--- config.mk ---
export PLATFORM = sky130hd
export DESIGN_NAME = ssms_sequencer
export DESIGN_NICKNAME = d
export VERILOG_FILES = /design/src/verilog/ssms_pkg.sv /design/src/verilog/ssms_sequencer.sv
export SDC_FILE = /design/constraint.sdc
export NUM_CORES = 1
export LEC_CHECK = 0
export BUFFER_PORTS_ARGS = -buffer_cell sky130_fd_sc_hd__buf_2
export CORE_MARGIN = 1.5
export CORE_UTILIZATION = 35
export CTS_CLUSTER_SIZE = 24
export DETAILED_ROUTE_END_ITERATION = 7
export PLACE_DENSITY = 0.52
export REMOVE_ABC_BUFFERS = 1
export SLEW_MARGIN = 20
export SYNTH_ARGS = -nofsm -noshare
export SYNTH_HDL_FRONTEND = slang
export SYNTH_SLANG_ARGS = --single-unit
--- constraint.sdc ---
create_clock -name core_clk -period 3.65 [get_ports core_clk]
set_input_delay 0.73 -clock core_clk [delete_from_list [all_inputs] [get_ports core_clk]]
set_output_delay 0.73 -clock core_clk [all_outputs]
set_load 0.05 [all_outputs]
--- src/verilog/ssms_pkg.sv ---
package ssms_pkg;

    // register indices; byte address on the bus is four times the index
    localparam logic [9:0] IDX_ILLUM_MASK   = 10'h09C;
    localparam logic [9:0] IDX_CALC_MASK    = 10'h09D;
    localparam logic [9:0] IDX_PDN_MASK     = 10'h09E;
    localparam logic [9:0] IDX_FRAME_COUNTS = 10'h09F;
    localparam logic [9:0] IDX_CAPTURE_POS  = 10'h0A0;
    localparam logic [9:0] IDX_SUBFRAME_CLK = 10'h0C0;
    localparam logic [9:0] IDX_SEQ_CONTROL  = 10'h0C1;
    localparam logic [9:0] IDX_SEQ_STATUS   = 10'h0C2;

    // bus geometry
    localparam int ADDR_W     = 12;
    localparam int DATA_W     = 32;
    localparam int POS_W      = 12;
    localparam int CNT_W      = 16;

    // field positions
    localparam int END_LSB    = 12;
    localparam int START_LSB  = 0;
    localparam int AVG_LSB    = 12;
    localparam int FLEN_LSB   = 0;
    localparam int CAP_LSB    = 0;
    localparam int AUTO_DIS_BIT = 0;

    // values after reset
    localparam logic [POS_W-1:0] ILLUM_END_RST   = 12'hFFF;
    localparam logic [POS_W-1:0] POS_ZERO_RST    = 12'h000;
    localparam logic [CNT_W-1:0] CAPTURE_POS_RST = 16'h2198;
    localparam logic             AUTO_DIS_RST    = 1'b1;

    // time base: sequencer clock period and nominal sub-frame time
    localparam int CORE_CLK_PERIOD_NS = 8;
    localparam int TG_CLK_PERIOD_NS   = 25;
    localparam int SUBFRAME_TIME_NS   = 250000;
    localparam int SUBFRAME_CLK_CNT   = SUBFRAME_TIME_NS / TG_CLK_PERIOD_NS;
    localparam int PHASE_W            = 6;

    // avalon response codes
    localparam logic [1:0] RESP_OKAY   = 2'h0;
    localparam logic [1:0] RESP_DECERR = 2'h3;

    // one sub-frame window: start and end positions
    typedef struct packed {
        logic [POS_W-1:0] end_pos;
        logic [POS_W-1:0] start_pos;
    } ssms_window_t;

    // frame shape
    typedef struct packed {
        logic [POS_W-1:0] averaged_subframe_count;
        logic [POS_W-1:0] frame_length;
    } ssms_frame_t;

    // gated sequencer signals
    typedef struct packed {
        logic illum_enable;
        logic calc_enable;
        logic powerdown_enable;
    } ssms_gate_t;

endpackage

--- src/verilog/ssms_sequencer.sv ---
// How it works
// the illumination mask end position sits in bits 23:12 and resets to FFFh.
// the illumination mask start position sits in bits 11:0, resets to zero, and illumination is allowed from start through end.
// the calculation mask end position sits in bits 23:12 and resets to zero.
// the calculation mask start position sits in bits 11:0, resets to zero, and calculation is allowed from start through end.
// the power-down mask end position sits in bits 23:12 and resets to zero.
// power-down is allowed only in sub-frames outside the start-through-end range.
// with automatic configuration off, software sets the mask ends and calculation start equal to the averaged count.
// the frame averages the averaged-count field plus one sub-frames; the field resets to zero.
// a frame holds the frame-length field plus one sub-frames; the field resets to zero.
// software keeps the frame length at or above the averaged count.
// a sub-frame lasts the sub-frame clock count times 25 ns.
// data capture happens at the capture count in sequencer clocks within each sub-frame, reset 2198h.
// capture register bits 23:16 read zero and are written as zero.
// a sub-frame counter restarts at zero each frame, steps at each sub-frame boundary, and is compared to the masks.
module ssms_sequencer #(
    parameter logic [ssms_pkg::CNT_W-1:0] SUBFRAME_CLK_RST = ssms_pkg::CNT_W'(ssms_pkg::SUBFRAME_CLK_CNT)
) (
    input  wire logic                          core_clk,        // 125 MHz system clock
    input  wire logic                          resetn,          // synchronous reset, active low
    input  wire logic [ssms_pkg::ADDR_W-1:0]   address,         // avalon byte address
    input  wire logic                          read,            // avalon read request
    input  wire logic                          write,           // avalon write request
    input  wire logic [ssms_pkg::DATA_W-1:0]   writedata,       // avalon write data
    input  wire logic [3:0]                    byteenable,      // avalon byte lanes
    output logic      [ssms_pkg::DATA_W-1:0]   readdata,        // avalon read data
    output logic      [1:0]                    response,        // avalon response code
    output logic                               waitrequest,     // avalon stall
    input  ssms_pkg::ssms_gate_t               raw_signals,     // ungated sequencer signals
    output ssms_pkg::ssms_gate_t               gated_signals,   // signals after sub-frame masks
    output ssms_pkg::ssms_gate_t               mask_open,       // mask windows alone
    output logic                               capture_strobe,  // one-cycle data capture pulse
    output logic                               subframe_start,  // one-cycle pulse at sub-frame boundary
    output logic                               frame_start,     // one-cycle pulse at frame boundary
    output logic                               averaging_active,// sub-frame lies in averaged part
    output logic      [ssms_pkg::POS_W-1:0]    subframe_index   // current sub-frame in frame
);
    import ssms_pkg::*;

    // returns true when pos lies in [lo, hi]
    function automatic logic in_window(input logic [POS_W-1:0] pos, input ssms_window_t win);
        in_window = (pos >= win.start_pos) && (pos <= win.end_pos);
    endfunction

    // merges a write into a stored word under the byte enables
    function automatic logic [DATA_W-1:0] merge_bytes(input logic [DATA_W-1:0] old_word,
                                                      input logic [DATA_W-1:0] new_word,
                                                      input logic [3:0]        lanes);
        logic [DATA_W-1:0] result;
        result = old_word;
        for (int i = 0; i < 4; i++) begin
            if (lanes[i]) begin
                result[i*8 +: 8] = new_word[i*8 +: 8];
            end
        end
        merge_bytes = result;
    endfunction

    ssms_window_t                illum_mask_reg;
    ssms_window_t                calc_mask_reg;
    ssms_window_t                pdn_mask_reg;
    ssms_frame_t                 frame_counts_reg;
    logic [CNT_W-1:0]            capture_pos_reg;
    logic [CNT_W-1:0]            subframe_clk_reg;
    logic                        auto_config_disable_reg;
    logic                        ack_reg;
    logic [DATA_W-1:0]           readdata_reg;
    logic [1:0]                  response_reg;
    logic [PHASE_W-1:0]          phase_reg;
    logic [PHASE_W-1:0]          phase_next;
    logic                        tg_tick;
    logic [CNT_W-1:0]            tg_count_reg;
    logic [POS_W-1:0]            subframe_reg;
    logic                        capture_reg;
    logic                        subframe_start_reg;
    logic                        frame_start_reg;
    ssms_gate_t                  mask_reg;
    ssms_gate_t                  gated_reg;
    logic                        avg_reg;
    logic [9:0]                  word_index;
    logic                        addr_hit;
    logic                        access;
    logic                        write_commit;
    logic [DATA_W-1:0]           read_word;
    logic [DATA_W-1:0]           old_word;
    logic [DATA_W-1:0]           new_word;
    logic [CNT_W-1:0]            period_last;
    logic                        boundary;
    ssms_window_t                illum_eff;
    ssms_window_t                calc_eff;
    ssms_window_t                pdn_eff;
    logic [POS_W-1:0]            next_subframe;

    // address decode: word aligned, known index
    assign word_index = address[ADDR_W-1:2];
    assign access     = read | write;
    always_comb begin
        unique case (word_index)
            IDX_ILLUM_MASK, IDX_CALC_MASK, IDX_PDN_MASK, IDX_FRAME_COUNTS,
            IDX_CAPTURE_POS, IDX_SUBFRAME_CLK, IDX_SEQ_CONTROL, IDX_SEQ_STATUS:
                addr_hit = (address[1:0] == 2'h0);
            default:
                addr_hit = 1'b0;
        endcase
    end

    // one wait cycle on every access; the answer lands on the second edge
    assign waitrequest  = access & ~ack_reg;
    assign write_commit = write & ack_reg & addr_hit;
    assign readdata     = readdata_reg;
    assign response     = response_reg;

    // register read mux; reserved bits read zero
    always_comb begin
        read_word = '0;
        unique case (word_index)
            IDX_ILLUM_MASK:   read_word[23:0] = illum_mask_reg;
            IDX_CALC_MASK:    read_word[23:0] = calc_mask_reg;
            IDX_PDN_MASK:     read_word[23:0] = pdn_mask_reg;
            IDX_FRAME_COUNTS: read_word[23:0] = frame_counts_reg;
            IDX_CAPTURE_POS:  read_word[CNT_W-1:0] = capture_pos_reg;
            IDX_SUBFRAME_CLK: read_word[CNT_W-1:0] = subframe_clk_reg;
            IDX_SEQ_CONTROL:  read_word[AUTO_DIS_BIT] = auto_config_disable_reg;
            IDX_SEQ_STATUS:   read_word[POS_W-1:0] = subframe_reg;
            default:          read_word = '0;
        endcase
        if (!addr_hit) begin
            read_word = '0;
        end
    end

    // write data merged into the current word under the byte lanes
    assign old_word = read_word;
    assign new_word = merge_bytes(old_word, writedata, byteenable);

    // bus handshake and registered answer
    always_ff @(posedge core_clk) begin
        if (!resetn) begin
            ack_reg      <= 1'b0;
            readdata_reg <= '0;
            response_reg <= RESP_OKAY;
        end else begin
            ack_reg      <= access & ~ack_reg;
            readdata_reg <= (read & ~ack_reg) ? read_word : '0;
            response_reg <= (access & ~ack_reg & ~addr_hit) ? RESP_DECERR : RESP_OKAY;
        end
    end

    // mask window registers
    always_ff @(posedge core_clk) begin
        if (!resetn) begin
            illum_mask_reg <= '{end_pos: ILLUM_END_RST, start_pos: POS_ZERO_RST};
            calc_mask_reg  <= '{end_pos: POS_ZERO_RST, start_pos: POS_ZERO_RST};
            pdn_mask_reg   <= '{end_pos: POS_ZERO_RST, start_pos: POS_ZERO_RST};
        end else if (write_commit) begin
            unique case (word_index)
                IDX_ILLUM_MASK: illum_mask_reg <= new_word[23:0];
                IDX_CALC_MASK:  calc_mask_reg  <= new_word[23:0];
                IDX_PDN_MASK:   pdn_mask_reg   <= new_word[23:0];
                default: ;
            endcase
        end
    end

    // frame shape, capture position, sub-frame length and control
    always_ff @(posedge core_clk) begin
        if (!resetn) begin
            frame_counts_reg        <= '{averaged_subframe_count: POS_ZERO_RST,
                                         frame_length: POS_ZERO_RST};
            capture_pos_reg         <= CAPTURE_POS_RST;
            subframe_clk_reg        <= SUBFRAME_CLK_RST;
            auto_config_disable_reg <= AUTO_DIS_RST;
        end else if (write_commit) begin
            unique case (word_index)
                IDX_FRAME_COUNTS: frame_counts_reg <= new_word[23:0];
                IDX_CAPTURE_POS:  capture_pos_reg  <= new_word[CNT_W-1:0];
                IDX_SUBFRAME_CLK: subframe_clk_reg <= new_word[CNT_W-1:0];
                IDX_SEQ_CONTROL:  auto_config_disable_reg <= new_word[AUTO_DIS_BIT];
                default: ;
            endcase
        end
    end

    // sequencer clock: 25 ns ticks from the 8 ns core clock by phase accumulation
    always_comb begin
        tg_tick    = (phase_reg + PHASE_W'(CORE_CLK_PERIOD_NS)) >= PHASE_W'(TG_CLK_PERIOD_NS);
        phase_next = tg_tick ? PHASE_W'(phase_reg + PHASE_W'(CORE_CLK_PERIOD_NS) - PHASE_W'(TG_CLK_PERIOD_NS))
                             : PHASE_W'(phase_reg + PHASE_W'(CORE_CLK_PERIOD_NS));
    end

    always_ff @(posedge core_clk) begin
        if (!resetn) begin
            phase_reg <= '0;
        end else begin
            phase_reg <= phase_next;
        end
    end

    // a zero clock count still gives one sequencer clock per sub-frame
    assign period_last = (subframe_clk_reg == '0) ? '0 : CNT_W'(subframe_clk_reg - CNT_W'(1));
    assign boundary    = tg_tick && (tg_count_reg == period_last);
    assign next_subframe = (subframe_reg >= frame_counts_reg.frame_length) ? '0
                         : POS_W'(subframe_reg + POS_W'(1));

    // clock count inside the sub-frame
    always_ff @(posedge core_clk) begin
        if (!resetn) begin
            tg_count_reg <= '0;
        end else if (boundary) begin
            tg_count_reg <= '0;
        end else if (tg_tick) begin
            tg_count_reg <= CNT_W'(tg_count_reg + CNT_W'(1));
        end
    end

    // sub-frame counter wraps after frame length plus one sub-frames
    always_ff @(posedge core_clk) begin
        if (!resetn) begin
            subframe_reg       <= '0;
            subframe_start_reg <= 1'b0;
            frame_start_reg    <= 1'b0;
        end else begin
            subframe_start_reg <= boundary;
            frame_start_reg    <= boundary && (next_subframe == '0);
            if (boundary) begin
                subframe_reg <= next_subframe;
            end
        end
    end

    // capture pulse at the programmed clock inside each sub-frame
    always_ff @(posedge core_clk) begin
        if (!resetn) begin
            capture_reg <= 1'b0;
        end else begin
            capture_reg <= tg_tick && (tg_count_reg == capture_pos_reg);
        end
    end

    // effective windows: automatic configuration derives the three end positions and the calc start from the averaged count
    always_comb begin
        illum_eff = illum_mask_reg;
        calc_eff  = calc_mask_reg;
        pdn_eff   = pdn_mask_reg;
        if (!auto_config_disable_reg) begin
            illum_eff.end_pos = frame_counts_reg.averaged_subframe_count;
            calc_eff.end_pos  = frame_counts_reg.averaged_subframe_count;
            calc_eff.start_pos = frame_counts_reg.averaged_subframe_count;
            pdn_eff.end_pos   = frame_counts_reg.averaged_subframe_count;
        end
    end

    // mask evaluation against the sub-frame counter
    always_ff @(posedge core_clk) begin
        if (!resetn) begin
            mask_reg  <= '0;
            gated_reg <= '0;
            avg_reg   <= 1'b0;
        end else begin
            mask_reg.illum_enable     <= in_window(subframe_reg, illum_eff);
            mask_reg.calc_enable      <= in_window(subframe_reg, calc_eff);
            mask_reg.powerdown_enable <= ~in_window(subframe_reg, pdn_eff);
            gated_reg.illum_enable     <= raw_signals.illum_enable & in_window(subframe_reg, illum_eff);
            gated_reg.calc_enable      <= raw_signals.calc_enable & in_window(subframe_reg, calc_eff);
            gated_reg.powerdown_enable <= raw_signals.powerdown_enable & ~in_window(subframe_reg, pdn_eff);
            avg_reg <= subframe_reg <= frame_counts_reg.averaged_subframe_count;
        end
    end

    // outputs straight from flip-flops
    assign gated_signals    = gated_reg;
    assign mask_open        = mask_reg;
    assign capture_strobe   = capture_reg;
    assign subframe_start   = subframe_start_reg;
    assign frame_start      = frame_start_reg;
    assign averaging_active = avg_reg;
    assign subframe_index   = subframe_reg;

endmodule

==> results.sh, run 1 <==
export IMPL_status="finished clean"
export IMPL_synth_area_sq_mm=0.0123
export IMPL_dpl_instance_area_sq_mm=0.0135
export IMPL_path_cells="inv_1 > ha_1 > nor3b_2 > nand4_1 > xor2_1 > a211o_1 > o32a_1 > nor4_4 > a21bo_2 > buf_4 > o221ai_1"
export IMPL_ir_drop_mv=0.339
export IMPL_final_layout_size_suffix_gt1_share_pct=15.6
export IMPL_cts_max_level=4
export IMPL_chipHeight_microns=190
export IMPL_cts_resized=0
export IMPL_clockBufferDepth=2
export IMPL_dp_hpwl_mm=29.8
export IMPL_yosys_top_cells_area="dfxtp_1 32%, ha_1 11%, o211a_1 8.7%"
export IMPL_fin_worst_skew_ns=0.0154
export IMPL_cp_depth=11
export IMPL_fin_setup_tns_ns=0
export IMPL_synth_top_area_cell="dfxtp_1"
export IMPL_cts_tree="yes"
export IMPL_rsz0062_at_grt="false"
export IMPL_grt_pass1_vias=10400
export IMPL_tightest_slew_ns=0.933
export IMPL_fin_area_sq_mm=0.0140
export IMPL_start_util_pct=35.5
export IMPL_antenna_found_initial=0
export IMPL_end_kind="flip-flop"
export IMPL_synthArstFlopShare_pct=0
export IMPL_num_vias=10900
export IMPL_die_area_sq_mm=0.0362
export IMPL_synthFlopType="dfxtp_1"
export IMPL_p_per_area_mw_per_mm2=333
export IMPL_place_congestion=0.893
export IMPL_cp_required_ns=3.99
export IMPL_post_drt_wl_per_cell_microns=20.3
export IMPL_routed_wl_mm=39.8
export IMPL_netlist_area_leader_share_pct=32.5
export IMPL_ctsHoldBuffers=0
export IMPL_worst_path_buf_inv=2
export IMPL_ant_nets=0
export IMPL_min_period_ns=3.38
export IMPL_clkSlewWorstSetupHoldPaths_ns=0.08
export IMPL_cp_max_fo=10
export IMPL_grt_pass1_wl_mm=61.5
export IMPL_critPathTopFamily="simple AND/OR/NAND/NOR gates"
export IMPL_hold_depth=2
export IMPL_hold_ws_ns=0.509
export IMPL_cts_sinks=199
export IMPL_worst_path_largest_cell_delay_ns=0.50
export IMPL_io_pins=112
export IMPL_ys_ff_latch=199
export IMPL_area_delta_synth_final_pct=14.5
export IMPL_maxCapViolCount=0
export IMPL_leakage_nw=6.90
export IMPL_synth_cell_types=75
export IMPL_coreArea_sq_mm=0.0345
export IMPL_critPathArrivalTime_ns=3.72
export IMPL_max_freq_mhz=296
export IMPL_syn_avg_cell_area_sq_um=8.69
export IMPL_clk_latency_ns=0.46
export IMPL_grt_usage_pct=22.4
export IMPL_hp_class="reg2reg"
export IMPL_start_kind="flip-flop"
export IMPL_dr_pass1_iters=5
export IMPL_syn_inst=1411
export IMPL_drtIter0Drc=909
export IMPL_root_buffer="clkbuf_16"
export IMPL_reg2reg_depth=11
export IMPL_crit_type="reg2reg"
export IMPL_ys_seq_area_share_pct=32.5
export IMPL_antenna_cells=0
export IMPL_synth_edf_count=0
export IMPL_critPathSlowestCell="nor4_4"
export IMPL_relSlewSlack_pct=37.3
export IMPL_nNetsFinal=1647
export IMPL_yosysWarnings=0
export IMPL_vias_per_cell=5.56
export IMPL_portBuffers=94
export IMPL_rows=68
export IMPL_fin_cells=1957
export IMPL_die_w_microns=190
export IMPL_cts_setup_buffers=0
export IMPL_finalCritPeriodShare_pct=92.6
export IMPL_grt_max_degree=55
export IMPL_final_max_slew_viol_count=0
export IMPL_final_hold_viol_count=0
export IMPL_numCtsBuffers=17
export IMPL_grt_ovfl_total=0
export IMPL_setup_viol=0
export IMPL_utilization_pct=40.7
export IMPL_dp_cells=1925
export IMPL_route_detailed_drc=0
[stage by stage]
step                      power [mW]  setup WS [ns]
after global placement          2.80          0.369
after detailed placement        2.80          0.310
final                           4.68          0.270
after CTS                       4.73          0.300
after floorplan                 2.58          -2.41
after global routing            4.88        0.00347
[worst min-delay path, delay by kind of cell (launching register included)]
family          cells  cell delay [ns]
flops               1             0.33
compound gates      1             0.07
simple gates        1             0.06
[synth_stat cells (all sizes together), types with 16 or more instances]
master / n
dfxtp: 199
nand2: 189
o211a: 107
ha: 103
a21oi: 87
clkbuf: 83
nor2: 74
inv: 67
xnor2: 41
a21o: 32
and2: 31
o211ai: 30
o21ai: 29
nand4: 27
buf: 26
nor3: 23
a222oi: 18
nand3: 18
nor2b: 17
mux2i: 16
[layout make-up]
class | count | area, sq um
Sequential cell | 199 | 3990
Tap cell | 455 | 569
Clock inverter | 12 | 109
Multi-Input combinational cell | 1043 | 7610
Timing Repair Buffer | 161 | 1050
Fill cell | 3571 | 20500
Inverter | 67 | 251
Clock buffer | 20 | 467
[cells by family (layout without fill, tap and decap cells)]
logic type | Yosys count | count (layout) | synth area share (%)
xor gates and xnor gates | 55 | 55 | 3.93
buffers and inverters | 176 | 260 | 5.88
muxes | 33 | 33 | 4.06
DFF | 199 | 199 | 32.5
adders and majority gates | 103 | 103 | 10.5
AOI/OAI and AO/OA | 395 | 395 | 24.8
other | 1 | 8 | 0.0306
and+or+nand+nor | 449 | 449 | 18.3
[power by group]
| group | leakage [nW] | internal [mW] | switching, mW |
|---|---|---|---|
| clock network | 0.282 | 0.954 | 0.970 |
| registers | 1.61 | 2.21 | 0.0406 |
| logic | 5.01 | 0.205 | 0.302 |
| total | 6.90 | 3.36 | 1.31 |
[worst paths after layout]
check                                          end  slack (ns)           startpoint
worst max-delay path             subframe_index[4]        0.27  subframe_clk_reg[1]
worst min-delay path            illum_mask_reg[17]        0.51   illum_mask_reg[17]
worst max register to register   subframe_index[4]        0.27  subframe_clk_reg[1]
worst min register to register  illum_mask_reg[17]        0.51   illum_mask_reg[17]
[cells in the final DEF, fill, tap and decap left out, types with 18 or more instances in the layout]
master | synthesis | layout
dfxtp_1 | 199 | 198
nand2_1 | 189 | 189
o211a_1 | 107 | 107
ha_1 | 103 | 103
buf_2 | 5 | 93
a21oi_1 | 87 | 87
nor2_1 | 74 | 74
inv_1 | 67 | 67
buf_4 | 10 | 62
xnor2_1 | 41 | 41
a21o_1 | 32 | 32
o211ai_1 | 30 | 30
and2_1 | 28 | 28
nand4_1 | 27 | 27
o21ai_0 | 25 | 25
nor3_1 | 23 | 21
nand3_1 | 18 | 18
a222oi_1 | 18 | 18
[metal layers]
metal / vias up / wire length, microns / GRT usage (%)
met5: - / 0 / 0
met1: 5272 / 19000 / 31.4
met3: 39 / 1990 / 3.05
li1: 5294 / - / -
met4: 0 / 727 / 6.30
met2: 285 / 18100 / 35.7
No activity file was read; power rests on OpenSTA's default activity.
==> run 2: changes to the inputs <==
- ABC_CLOCK_PERIOD_IN_PS: default -> 3650
- BUFFER_PORTS_ARGS: -buffer_cell sky130_fd_sc_hd__buf_2 -> -buffer_cell sky130_fd_sc_hd__buf_4
==> run 2 against run 1 <==
Global-route usage decreased by 0.31 points. Worst setup slack better by 0.086 ns. Routed wire length decreased by 0.44%. Sequential share of layout area fell by 0.57 points. Utilization is 0.83 points higher. Clock skew fell by 0.0035 ns. Critical path type unchanged. Critical endpoint unchanged. Largest cell class unchanged.
==> results.sh, run 2 (synthesis gave the netlist of run 1 again) <==
export IMPL_cp_required_ns=4.02
export IMPL_tightest_slew_ns=0.810
export IMPL_drtIter0Drc=995
export IMPL_hp_class="reg2reg"
export IMPL_num_vias=10900
export IMPL_area_delta_synth_final_pct=16.8
export IMPL_clk_latency_ns=0.46
export IMPL_worst_path_buf_inv=2
export IMPL_nNetsFinal=1645
export IMPL_coreArea_sq_mm=0.0345
export IMPL_final_layout_size_suffix_gt1_share_pct=15.5
export IMPL_root_buffer="clkbuf_16"
export IMPL_ctsHoldBuffers=0
export IMPL_r2r_start="subframe_clk_reg[1]"
export IMPL_grt_usage_pct=22.1
export IMPL_cts_resized=0
export IMPL_dpl_instance_area_sq_mm=0.0136
export IMPL_dr_pass1_iters=8
export IMPL_portBuffers=94
export IMPL_antenna_cells=0
export IMPL_numCtsBuffers=17
export IMPL_end_kind="flip-flop"
export IMPL_min_from="illum_mask_reg[17]"
export IMPL_dp_hpwl_mm=29.6
export IMPL_critPathLaunch="subframe_clk_reg[1]"
export IMPL_worst_path_largest_cell_delay_ns=0.48
export IMPL_post_drt_wl_per_cell_microns=20.3
export IMPL_grt_pass1_vias=10200
export IMPL_rows=68
export IMPL_p_per_area_mw_per_mm2=350
export IMPL_clockBufferDepth=2
export IMPL_antenna_found_initial=0
export IMPL_cts_sinks=199
export IMPL_final_cell_mix="198 x dfxtp_1, 189 x nand2_1, 156 x buf_4"
export IMPL_cts_setup_buffers=0
export IMPL_cts_max_level=4
export IMPL_ant_nets=0
export IMPL_place_congestion=0.857
export IMPL_finalCritPeriodShare_pct=90.2
export IMPL_route_detailed_drc=0
export IMPL_status="finished clean"
export IMPL_cts_tree="yes"
export IMPL_final_common_cell="dfxtp_1"
export IMPL_final_hold_viol_count=0
export IMPL_critPathSlowestCell="nor4_4"
export IMPL_leakage_nw=6.96
export IMPL_grt_max_degree=58
export IMPL_fin_worst_skew_ns=0.0119
export IMPL_die_w_microns=190
export IMPL_start_util_pct=35.5
export IMPL_rsz0062_at_grt="false"
export IMPL_crit_type="reg2reg"
export IMPL_routed_wl_mm=39.6
export IMPL_cp_max_fo=12
export IMPL_maxCapViolCount=0
export IMPL_critPathTopFamily="simple AND/OR/NAND/NOR gates"
export IMPL_relSlewSlack_pct=44.4
export IMPL_chipHeight_microns=190
export IMPL_final_max_slew_viol_count=0
export IMPL_setup_viol=0
export IMPL_grt_ovfl_total=0
export IMPL_ir_drop_mv=0.347
export IMPL_hold_ws_ns=0.509
export IMPL_fillCellCount=3545
export IMPL_path_cells="inv_1 > ha_1 > nor3b_2 > nand4_1 > xor2_1 > a211o_1 > o32a_1 > nor4_4 > buf_4 > nand2_1 > o221ai_1"
export IMPL_vias_per_cell=5.58
export IMPL_io_pins=112
export IMPL_clkSlewWorstSetupHoldPaths_ns=0.08
export IMPL_setup_slack_ns=0.356
export IMPL_die_area_sq_mm=0.0362
export IMPL_dp_slack_ns=0.355
export IMPL_max_freq_mhz=304
export IMPL_grt_pass1_wl_mm=60.7
export IMPL_fin_area_sq_mm=0.0143
export IMPL_fin_setup_tns_ns=0
export IMPL_critPathArrivalTime_ns=3.67
export IMPL_start_kind="flip-flop"
export IMPL_min_period_ns=3.29
[run 2: area by class of cell]
cell class                      instances  area, sq um  share of cell area (%)
Timing Repair Buffer                  159         1230                    8.59
Clock buffer                           18          439                    3.06
Tap cell                              455          569                    3.97
Clock inverter                         14          244                    1.70
Inverter                               67          251                    1.75
Sequential cell                       199         3990                    27.8
Multi-Input combinational cell       1043         7610                    53.1
[run 2: where the power goes]
group          switching [mW]  internal [mW]  total (mW)
registers              0.0407           2.21        2.25
logic                   0.296          0.219       0.515
clock network           0.937           1.31        2.25
total                    1.27           3.74        5.01
[run 2: path summary, 6_finish.rpt]
path                         to  slack [ns]  depth (start not counted)
min reg2reg  illum_mask_reg[17]        0.51                          2
min          illum_mask_reg[17]        0.51                          2
max reg2reg   subframe_index[4]        0.36                         11
max           subframe_index[4]        0.36                         11
[run 2: layer usage]
layer  track usage (%)  vias to the layer above  share of wire, %
met2              36.0                      291                47
met5                 0                        -                 0
li1                  -                     5281                 -
met3              3.53                       22               5.2
met4              4.72                        0              0.91
met1              30.6                     5312                47
[run 2: through the flow]
stage                     util (%)  instances  total power, mW
after global routing          41.5       1955             5.20
after global placement        39.5       1923             2.81
after detailed placement      39.5       1923             2.81
after CTS                     41.5       1955             5.07
final                         41.5       1955             5.01
after floorplan                  -       1309             2.58
[run 2: worst reg2reg max path: cells and delay by family, from the launching register on]
kind	cells	cell delay, ns
simple gates	4	1.23
compound gates	3	0.81
flops	1	0.40
buf+inv	2	0.37
xor+xnor	1	0.20
fa+ha+maj	1	0.19
